$ cat src/rtl/udqt_defs.svh
/*
 * register field positions, reset values and prescaler taps of the
 * up/down quadrature timer.
 * assumes inclusion by bare name from the timer's source files.
 */
`ifndef UDQT_DEFS_SVH
`define UDQT_DEFS_SVH

// ---------------------------------------------------------------
// unit mode register fields
// ---------------------------------------------------------------
`define UDQT_UMR_MODE 7
`define UDQT_UMR_XCLR_EN 6
`define UDQT_UMR_CEDGE_HI 5
`define UDQT_UMR_CEDGE_LO 4
`define UDQT_UMR_PEDGE_HI 1
`define UDQT_UMR_PEDGE_LO 0
`define UDQT_UMR_MASK 8'hf3
`define UDQT_UMR_RESET 8'h00

// ---------------------------------------------------------------
// counter control register fields
// ---------------------------------------------------------------
`define UDQT_CCR_RUN 7
`define UDQT_CCR_MCLR_EN 6
`define UDQT_CCR_UDF 5
`define UDQT_CCR_OVF 4
`define UDQT_CCR_DIR 3
`define UDQT_CCR_IE 2
`define UDQT_CCR_SEL_HI 1
`define UDQT_CCR_SEL_LO 0
`define UDQT_CCR_RESET 8'h00

// ---------------------------------------------------------------
// counter values and prescaler taps
// ---------------------------------------------------------------
`define UDQT_CNT_ZERO 16'h0000
`define UDQT_CNT_ONE 16'h0001
`define UDQT_CNT_MAX 16'hffff
`define UDQT_GP_TAPS 6
`define UDQT_UDC_TAP_BASE 2
`define UDQT_UDC_SEL_NONE 2'h3

`endif

$ cat src/rtl/udqt_pkg.sv
/*
 * types shared by the up/down quadrature timer modules.
 * assumes nothing of its surroundings.
 */
package udqt_pkg;

	// edge and level view of one synchronised pin
	typedef struct packed {
		logic level;
		logic rise;
		logic fall;
	} udqt_pin_t;

	// external counting modes, in field-code order
	typedef enum logic [1:0] {
		UDQT_EXT_M1,
		UDQT_EXT_M2,
		UDQT_EXT_M3,
		UDQT_EXT_M4
	} udqt_ext_mode_t;

endpackage

$ cat src/rtl/udqt_pin_sync.sv
/*
 * two-flop synchronisers with edge detection for the external pins.
 * assumes asynchronous pins; outputs are in the clk_i domain.
 */
`timescale 1ns/1ps
`default_nettype none

module udqt_pin_sync #(
	parameter int W = 3
) (
	// clock and reset
	input wire logic clk_i,
	input wire logic reset_n_i,
	// raw pins and their synchronised view
	input wire logic [W-1:0] pin_i,
	output var udqt_pkg::udqt_pin_t pin_o [W]
);
	import udqt_pkg::*;

	logic [W-1:0] meta_q;
	logic [W-1:0] sync_q;
	logic [W-1:0] prev_q;

	// first flop feeds only the second; third keeps the old level
	always_ff @(posedge clk_i) begin
		if (!reset_n_i) begin
			meta_q <= '0;
			sync_q <= '0;
			prev_q <= '0;
		end else begin
			meta_q <= pin_i;
			sync_q <= meta_q;
			prev_q <= sync_q;
		end
	end

	// per-pin edge decode
	genvar g;
	generate
		for (g = 0; g < W; g++) begin : g_pin
			// level, rise, fall in struct order
			assign pin_o[g] = {sync_q[g], sync_q[g] & ~prev_q[g],
				~sync_q[g] & prev_q[g]};
		end
	endgenerate

endmodule

`default_nettype wire

$ cat src/rtl/udqt_prescaler.sv
/*
 * binary prescaler giving one-cycle ticks at clk/1 .. clk/2^(N-1).
 * assumes clear_i held while the counter is stopped, for alignment.
 */
`timescale 1ns/1ps
`default_nettype none

module udqt_prescaler #(
	parameter int N = 6
) (
	// clock and reset
	input wire logic clk_i,
	input wire logic reset_n_i,
	// control and ticks
	input wire logic clear_i,
	output logic [N-1:0] tick_o
);
	logic [N-2:0] div_q;
	logic [N-2:0] div_d;

	// next divider value
	always_comb begin
		div_d = clear_i ? '0 : div_q + 1'b1;
	end

	// divider register
	always_ff @(posedge clk_i) begin
		if (!reset_n_i) begin
			div_q <= '0;
		end else begin
			div_q <= div_d;
		end
	end

	// tick k fires when the low k bits are all ones
	assign tick_o[0] = ~clear_i;
	genvar k;
	generate
		for (k = 1; k < N; k++) begin : g_tap
			assign tick_o[k] = ~clear_i & (&div_q[k-1:0]);
		end
	endgenerate

endmodule

`default_nettype wire

$ cat src/rtl/udqt_timer.sv
/*
 * 16-bit timer: interval / free-running counter or up/down counter
 * with internal prescaled clock or four external counting modes.
 * assumes software writes whole registers through the write ports
 * and that the pins are asynchronous to clk_i (20 MHz).
 */
// Overview of operation
// - after run set, first count clock keeps 0000, second gives 0001 or FFFF.
// - rewriting run as 1 while running neither clears nor stalls counting.
// - clearing run stops counting and forces the counter to 0000.
// - reset zeroes the counter and leaves it stopped.
// - general mode counts only the internal clock, one of six rates.
// - interval mode: match raises interrupt, next clock clears, then 0001.
// - free-running mode spans 0000..FFFF, sets overflow on wrap, continues.
// - up/down internal select codes 00, 01, 10 give clk/4, clk/8, clk/16.
// - up/down internal clock counts up with direction 0, down with 1.
// - direction write ignored while stopped unless run written in same write.
// - external clear works in up/down mode only, enabled, on selected edge.
// - external clear enable is unit mode bit 6; match clear is control bit 6.
// - with external clock, select codes 00..11 choose external modes 1..4.
// - mode 1: pulse edge counts down with direction high, up when low.
// - mode 2: pulse edge counts up, direction rising edge counts down.
// - mode 2: simultaneous events on both inputs hold the counter.
// - mode 3: direction sampled at pulse edge; low counts down, high up.
// - mode 4: both edges of both inputs count, direction from phase.
// - mode 4 ignores the pulse edge selection.
// - direction bit steers only internal-clock up/down counting.
// - external modes ignore direction writes; reads show current direction.
// - an underflow flag exists and is cleared by reset or software.
// - mode 4: simultaneous edges keep counting in the previous direction.
`timescale 1ns/1ps
`default_nettype none
`include "udqt_defs.svh"

module udqt_timer (
	// clock and reset
	input wire logic clk_i,
	input wire logic reset_n_i,
	// register write ports
	input wire logic umr_wr_i,
	input wire logic [7:0] umr_wdata_i,
	input wire logic ccr_wr_i,
	input wire logic [7:0] ccr_wdata_i,
	input wire logic [15:0] period_compare_i,
	// external pins
	input wire logic count_pulse_input_i,
	input wire logic direction_input_i,
	input wire logic ext_clear_input_i,
	// status
	output logic [15:0] count_o,
	output logic [7:0] umr_rdata_o,
	output logic [7:0] ccr_rdata_o,
	output logic period_match_irq_o
);
	import udqt_pkg::*;

	// ---------------------------------------------------------------
	// declarations
	// ---------------------------------------------------------------
	udqt_pin_t pins [3];
	udqt_pin_t pp, dp, cp;
	logic [`UDQT_GP_TAPS-1:0] ticks;
	logic [7:0] umr_q, umr_d;
	logic run_q, run_d, mclr_q, mclr_d, ovf_q, ovf_d, udf_q, udf_d;
	logic dir_q, dir_d, ie_q, ie_d, xdir_q, xdir_d;
	logic [1:0] sel_q, sel_d;
	logic [15:0] count_q, count_d;
	logic started_q, started_d, hold_q, hold_d, irq_q, irq_d;
	logic [7:0] ccr_rd_q, ccr_rd_d;
	logic updown_mode, ext, int_tick, pv, xclr, up_ev, dn_ev, cnt_evt, match;
	udqt_ext_mode_t xmode;

	// ---------------------------------------------------------------
	// helpers
	// ---------------------------------------------------------------
	// selected-edge decode, shared by pulse and clear pins
	function automatic logic edge_hit(input logic [1:0] sel,
		input udqt_pin_t p);
		unique case (sel)
			2'h0: edge_hit = p.fall;
			2'h1: edge_hit = p.rise;
			default: edge_hit = p.rise | p.fall;
		endcase
	endfunction

	udqt_pin_sync #(.W(3)) u_sync (
		.clk_i(clk_i),
		.reset_n_i(reset_n_i),
		.pin_i({ext_clear_input_i, direction_input_i,
			count_pulse_input_i}),
		.pin_o(pins)
	);

	udqt_prescaler #(.N(`UDQT_GP_TAPS)) u_presc (
		.clk_i(clk_i),
		.reset_n_i(reset_n_i),
		.clear_i(~run_q),
		.tick_o(ticks)
	);

	// ---------------------------------------------------------------
	// count event decode
	// ---------------------------------------------------------------
	// mode, clock source and per-mode up/down events
	always_comb begin
		pp = pins[0];
		dp = pins[1];
		cp = pins[2];
		updown_mode = umr_q[`UDQT_UMR_MODE];
		ext = updown_mode & ie_q;
		xmode = udqt_ext_mode_t'(sel_q);
		int_tick = 1'b0;
		if (!updown_mode) begin
			if ({ie_q, sel_q} < 3'(`UDQT_GP_TAPS))
				int_tick = ticks[{ie_q, sel_q}];
		end else if (!ie_q && sel_q != `UDQT_UDC_SEL_NONE) begin
			int_tick = ticks[3'(sel_q) + 3'(`UDQT_UDC_TAP_BASE)];
		end
		pv = edge_hit(umr_q[`UDQT_UMR_PEDGE_HI:`UDQT_UMR_PEDGE_LO], pp);
		xclr = updown_mode & umr_q[`UDQT_UMR_XCLR_EN] &
			edge_hit(umr_q[`UDQT_UMR_CEDGE_HI:`UDQT_UMR_CEDGE_LO], cp);
		up_ev = 1'b0;
		dn_ev = 1'b0;
		if (!ext) begin
			up_ev = int_tick & ~(updown_mode & dir_q);
			dn_ev = int_tick & updown_mode & dir_q;
		end else begin
			unique case (xmode)
				UDQT_EXT_M1: begin
					dn_ev = pv & dp.level;
					up_ev = pv & ~dp.level;
				end
				UDQT_EXT_M2: begin
					up_ev = pv & ~dp.rise;
					dn_ev = dp.rise & ~pv;
				end
				UDQT_EXT_M3: begin
					dn_ev = pv & ~dp.level;
					up_ev = pv & dp.level;
				end
				UDQT_EXT_M4: begin
					// any edge counts; pulse edge select unused
					if ((pp.rise | pp.fall) && (dp.rise | dp.fall)) begin
						up_ev = ~xdir_q;
						dn_ev = xdir_q;
					end else if (pp.rise | pp.fall) begin
						up_ev = pp.level != dp.level;
						dn_ev = pp.level == dp.level;
					end else if (dp.rise | dp.fall) begin
						up_ev = pp.level == dp.level;
						dn_ev = pp.level != dp.level;
					end
				end
			endcase
		end
		cnt_evt = up_ev | dn_ev;
	end

	// ---------------------------------------------------------------
	// register and counter next state
	// ---------------------------------------------------------------
	always_comb begin
		umr_d = umr_q;
		run_d = run_q;
		mclr_d = mclr_q;
		ovf_d = ovf_q;
		udf_d = udf_q;
		dir_d = dir_q;
		ie_d = ie_q;
		sel_d = sel_q;
		xdir_d = xdir_q;
		count_d = count_q;
		started_d = started_q;
		hold_d = hold_q;
		irq_d = 1'b0;
		match = count_q == period_compare_i;
		if (umr_wr_i)
			umr_d = umr_wdata_i & `UDQT_UMR_MASK;
		if (ccr_wr_i) begin
			run_d = ccr_wdata_i[`UDQT_CCR_RUN];
			mclr_d = ccr_wdata_i[`UDQT_CCR_MCLR_EN];
			ie_d = ccr_wdata_i[`UDQT_CCR_IE];
			sel_d = ccr_wdata_i[`UDQT_CCR_SEL_HI:`UDQT_CCR_SEL_LO];
			if (!ccr_wdata_i[`UDQT_CCR_OVF])
				ovf_d = 1'b0;
			if (!ccr_wdata_i[`UDQT_CCR_UDF])
				udf_d = 1'b0;
			if (!ext)
				dir_d = ccr_wdata_i[`UDQT_CCR_DIR];
		end
		if (!run_q) begin
			count_d = `UDQT_CNT_ZERO;
			started_d = 1'b0;
			hold_d = 1'b0;
		end else begin
			if (xclr) begin
				count_d = `UDQT_CNT_ZERO;
			end else if (cnt_evt) begin
				if (ext)
					xdir_d = dn_ev;
				if (!started_q) begin
					started_d = 1'b1;
				end else if (!updown_mode && mclr_q && (hold_q || match)) begin
					count_d = `UDQT_CNT_ZERO;
				end else if (up_ev) begin
					count_d = count_q + 16'h0001;
					if (count_q == `UDQT_CNT_MAX)
						ovf_d = 1'b1;
				end else begin
					count_d = count_q - 16'h0001;
					if (count_q == `UDQT_CNT_ZERO)
						udf_d = 1'b1;
				end
			end
			// new match pulses the irq once; kept until a count clock uses it
			irq_d = match & ~hold_q;
			hold_d = match & ~(cnt_evt & started_q);
		end
		// direction bit only stays 1 while running in up/down mode
		if (!run_d || !umr_d[`UDQT_UMR_MODE])
			dir_d = 1'b0;
		if (!run_d)
			xdir_d = 1'b0;
		ccr_rd_d = {run_d, mclr_d, udf_d, ovf_d,
			(umr_d[`UDQT_UMR_MODE] && ie_d) ? xdir_d : dir_d,
			ie_d, sel_d};
	end

	// state registers
	always_ff @(posedge clk_i) begin
		if (!reset_n_i) begin
			umr_q <= `UDQT_UMR_RESET;
			{run_q, mclr_q, udf_q, ovf_q, dir_q, ie_q, sel_q} <=
				`UDQT_CCR_RESET;
			ccr_rd_q <= `UDQT_CCR_RESET;
			xdir_q <= 1'b0;
			count_q <= `UDQT_CNT_ZERO;
			started_q <= 1'b0;
			hold_q <= 1'b0;
			irq_q <= 1'b0;
		end else begin
			umr_q <= umr_d;
			{run_q, mclr_q, udf_q, ovf_q, dir_q, ie_q, sel_q} <=
				{run_d, mclr_d, udf_d, ovf_d, dir_d, ie_d, sel_d};
			ccr_rd_q <= ccr_rd_d;
			xdir_q <= xdir_d;
			count_q <= count_d;
			started_q <= started_d;
			hold_q <= hold_d;
			irq_q <= irq_d;
		end
	end

	// outputs straight from flops
	assign count_o = count_q;
	assign umr_rdata_o = umr_q;
	assign ccr_rdata_o = ccr_rd_q;
	assign period_match_irq_o = irq_q;
endmodule

`default_nettype wire

$ cat config.mk
export PLATFORM = sky130hd
export DESIGN_NAME = udqt_timer
export DESIGN_NICKNAME = d
export VERILOG_FILES = /design/src/rtl/udqt_pkg.sv /design/src/rtl/udqt_pin_sync.sv /design/src/rtl/udqt_prescaler.sv /design/src/rtl/udqt_timer.sv
export VERILOG_INCLUDE_DIRS = /design/src /design/src/rtl
export SDC_FILE = /design/constraint.sdc
export NUM_CORES = 1
export LEC_CHECK = 0
export ABC_AREA = 1
export BUFFER_PORTS_ARGS = -buffer_cell sky130_fd_sc_hd__buf_2
export CAP_MARGIN = 15
export CORE_MARGIN = 1
export CORE_UTILIZATION = 55
export DETAILED_ROUTE_END_ITERATION = 16
export GPL_TIMING_DRIVEN = 1
export HOLD_SLACK_MARGIN = 0.03
export PLACE_DENSITY_LB_ADDON = 0.05
export SKIP_LAST_GASP = 1
export SLEW_MARGIN = 0
export SYNTH_ARGS = -nofsm -noshare
export SYNTH_HDL_FRONTEND = slang
export SYNTH_HIERARCHICAL = 1
export SYNTH_SLANG_ARGS = --single-unit
$ cat constraint.sdc
create_clock -name clk_i -period 3.9 [get_ports clk_i]
set_input_delay 0.195 -clock clk_i [delete_from_list [all_inputs] [get_ports clk_i]]
set_output_delay 0.195 -clock clk_i [all_outputs]
set_load 0.005 [all_outputs]
==> impl_metrics.py <==
metrics = {
    "global_routing": {
        "grt_max_degree": 23,
        "track_usage_pct": 24.9,
        "overflow": 0,
        "grt_pass1_vias": 2889,
        "grt_first_pass_wirelength_um": 12700,
        "antenna_found_initial": 0,
    },
    "setup_path": {
        "reg2reg_from": "u_presc/div_q[0]",
        "critPathTopFamily": "simple AND/OR/NAND/NOR gates",
        "cpPeakStageDelay_ns": 0.41,
        "r2r_slack_ns": 0.47,
        "cp_common_cell": "nand2_1",
        "cp_cell_sequence": "ha_1 > inv_1 > nor2_1 > ha_1 > inv_1 > nor2_1 > nand2_1 > nand2_1 > a21oi_1 > nand2_1 > nand2_2 > inv_2 > a21oi_4 > ha_1 > nand2_1 > o21ai_1 > nand3_1 > nand2_1 > nand3_1 > nand2_1 > xor2_1 > nor2_1 > nand2_1 > a21oi_2",
        "cp-start-kind": "flip-flop",
        "path_class": "reg2reg",
        "cp.required_ns": 4.07,
        "cp-end-kind": "flip-flop",
        "crit_fanout": 15,
        "cp_slowest_cell": "a21oi_4",
        "path_buf_inv": 3,
        "crit_start": "u_presc/div_q[0]",
        "arrival_ns": 3.60,
    },
    "final_layout": {
        "antenna_cells": 0,
        "nNetsFinal": 632,
        "multiInputGateArea_mm2": 0.00209,
        "final_common_cell": "nand2_1",
        "area_delta_synth_final_pct": 11.6,
        "final_area_mm2": 0.00386,
        "fillers": 563,
        "ff_latch_area_um2": 981,
        "drive_above_1_share_pct": 20.0,
        "fin_cells": 651,
        "mostFrequentLayoutCells": "118 x nand2_1, 67 x buf_2, 64 x inv_1, 62 x nor2_1, 49 x dfxtp_1",
        "utilization_pct": 64.4,
    },
    "synth": {
        "yosysWarnings": 6,
        "synth-seq-cells": 49,
        "synth_top_area_share_pct": 28.4,
        "synth_area_leaders": "dfxtp_1 28%, nand2_1 13%, inv_1 6.9%",
        "synth_cell_types": 43,
        "yosysSeqAreaShare_pct": 28.4,
        "syn_area_mm2": 0.00346,
        "synth_cells": 514,
        "async_flop_share_pct": 0,
        "synth_top_cell_by_area": "dfxtp_1",
        "synth_edf_count": 0,
        "synth_flop_cell": "dfxtp_1",
        "synth_area_per_cell_um2": 6.73,
    },
    "placed_design": {
        "io_buffers": 67,
        "placed_cell_area_mm2": 0.00377,
        "dp_cells": 643,
        "place.gp.congestion": 0.918,
        "dpl.hpwl_um": 6090,
    },
    "status": {
        "outcome": "finished clean",
    },
    "routing": {
        "wl_per_cell_um": 12.1,
        "via_per_inst": 5.07,
        "totalWireLength_um": 7850,
        "vias": 3303,
        "firstDrtPassIters": 5,
        "drc": 0,
        "drt_iter0_drc": 173,
        "ant_nets": 0,
    },
    "floorplan": {
        "io_pins": 72,
        "die_x_um": 81.3,
        "dieArea_mm2": 0.00661,
        "die_y_um": 81.3,
        "initial_core_util_pct": 57.7,
        "num_rows": 28,
        "fp.coreArea_mm2": 0.00599,
    },
    "sta": {
        "fin_skew_ns": 0.00463,
        "fin_crit_sh_pct": 87.9,
        "timing.setup.tns_ns": 0,
        "report.final.slew_viol_count": 0,
        "setup_violations": 0,
        "fmax_mhz": 292,
        "min_period_ns": 3.43,
        "hold_viol_final": 0,
        "rsz0062_at_grt": "no",
        "slew_headroom_pct": 53.2,
        "worstMarginPinSlew_ns": 0.701,
    },
    "worst_hold_path": {
        "hp-start": "count_pulse_input_i",
        "hold_path.class": "in2reg",
    },
    "cts": {
        "post_cts_buffers": 0,
        "clk_latency_ns": 0.30,
        "root_buffer": "clkbuf_8",
        "postCtsHoldBufs": 0,
        "clk_path_buf_depth": 2,
        "tritoncts": "built",
        "postCtsResizedCells": 0,
        "cts_buffers": 5,
        "htreeDepth": 2,
        "cts_sinks": 49,
        "clk_pin_slew_ns": 0.09,
    },
    "power": {
        "p_per_area_mw_per_mm2": 274,
        "total_power_w": 0.00106,
        "vdd_drop_max_mv": 0.179,
        "p_leak_nw": 1.89,
    },
    "job": {
        "cap_violations": 0,
    },
}
## path summary, 6_finish.rpt
check,end,depth (start not counted)
worst min-delay path,u_sync/meta_q[0],3
worst max register to register,count_o[13],24
worst min register to register,u_sync/sync_q[0],2
worst max-delay path,count_o[13],24
## worst register-to-register path, cell delays in order (launching register included)
cell and delay, ns:
dfxtp_1 0.34, ha_1 0.22, inv_1 0.09, nor2_1 0.05, ha_1 0.17, inv_1 0.05, nor2_1 0.03, nand2_1 0.07
nand2_1 0.05, a21oi_1 0.12, nand2_1 0.08, nand2_2 0.08, inv_2 0.04, a21oi_4 0.41, ha_1 0.31, nand2_1 0.07
o21ai_1 0.31, nand3_1 0.12, nand2_1 0.15, nand3_1 0.08, nand2_1 0.08, xor2_1 0.17, nor2_1 0.07, nand2_1 0.08
a21oi_2 0.05
## state kept, by name, summed over array words and instances (netlist names)
signal and count:
ccr_rdata_o 6, count_o 16, dir_q 1, hold_q 1, period_match_irq_o 1, run_q 1, sel_q 1, started_q 1
u_presc/div_q 5, u_sync/meta_q 3, u_sync/prev_q 3, u_sync/sync_q 3, umr_rdata_o 6, xdir_q 1
## synth_stat cells (all sizes together) (2+ instances only)
| master | n |
|---|---|
| or2 | 4 |
| xnor2 | 12 |
| nand3 | 22 |
| buf | 12 |
| a21o | 2 |
| o21ai | 22 |
| ha | 17 |
| inv | 73 |
| nand4 | 12 |
| nor4 | 3 |
| nand2 | 133 |
| o21a | 2 |
| dfxtp | 49 |
| nor2 | 65 |
| clkbuf | 2 |
| xor2 | 13 |
| nand3b | 3 |
| nor3 | 7 |
| a21oi | 51 |
| o31ai | 2 |
## cells by family (layout without fill, tap and decap cells)
kind of cell	Yosys count	after routing	share of synthesized area, %
fa+ha+maj	18	18	6.73
compound gates	82	82	14.1
mux	1	1	0.289
simple gates	251	251	32.7
other cells	1	2	0.108
flops	49	49	28.4
buf+inv	87	148	11.3
xor+xnor	25	25	6.33
## layout make-up
cell class | instances | area share, %
sequential | 49 | 25.4
multi-input combinational | 379 | 54.1
clock buffer | 6 | 1.88
timing repair buffer | 67 | 8.69
tap | 75 | 2.43
clock inverter | 2 | 0.357
inverter | 73 | 7.10
## metrics by stage
stage                     worst slack, ns  hold slack, ns
after floorplan                     0.928           0.288
after global placement              0.561           0.370
after detailed placement            0.509           0.378
after CTS                           0.472          0.0537
after global routing                0.165          0.0587
final                               0.472          0.0644
## where the power goes
part / switching, W / internal (W)
registers: 0.0000163 / 0.000514
clock network: 0.000174 / 0.000128
logic: 0.000140 / 0.0000832
## routing by layer
layer / global-route usage, % / wire (µm)
met1: 36.1 / 4040
met2: 37.8 / 3270
met3: 4.04 / 489
met4: 5.89 / 51
met5: 0 / 0
No activity file was read; power rests on OpenSTA's default activity.
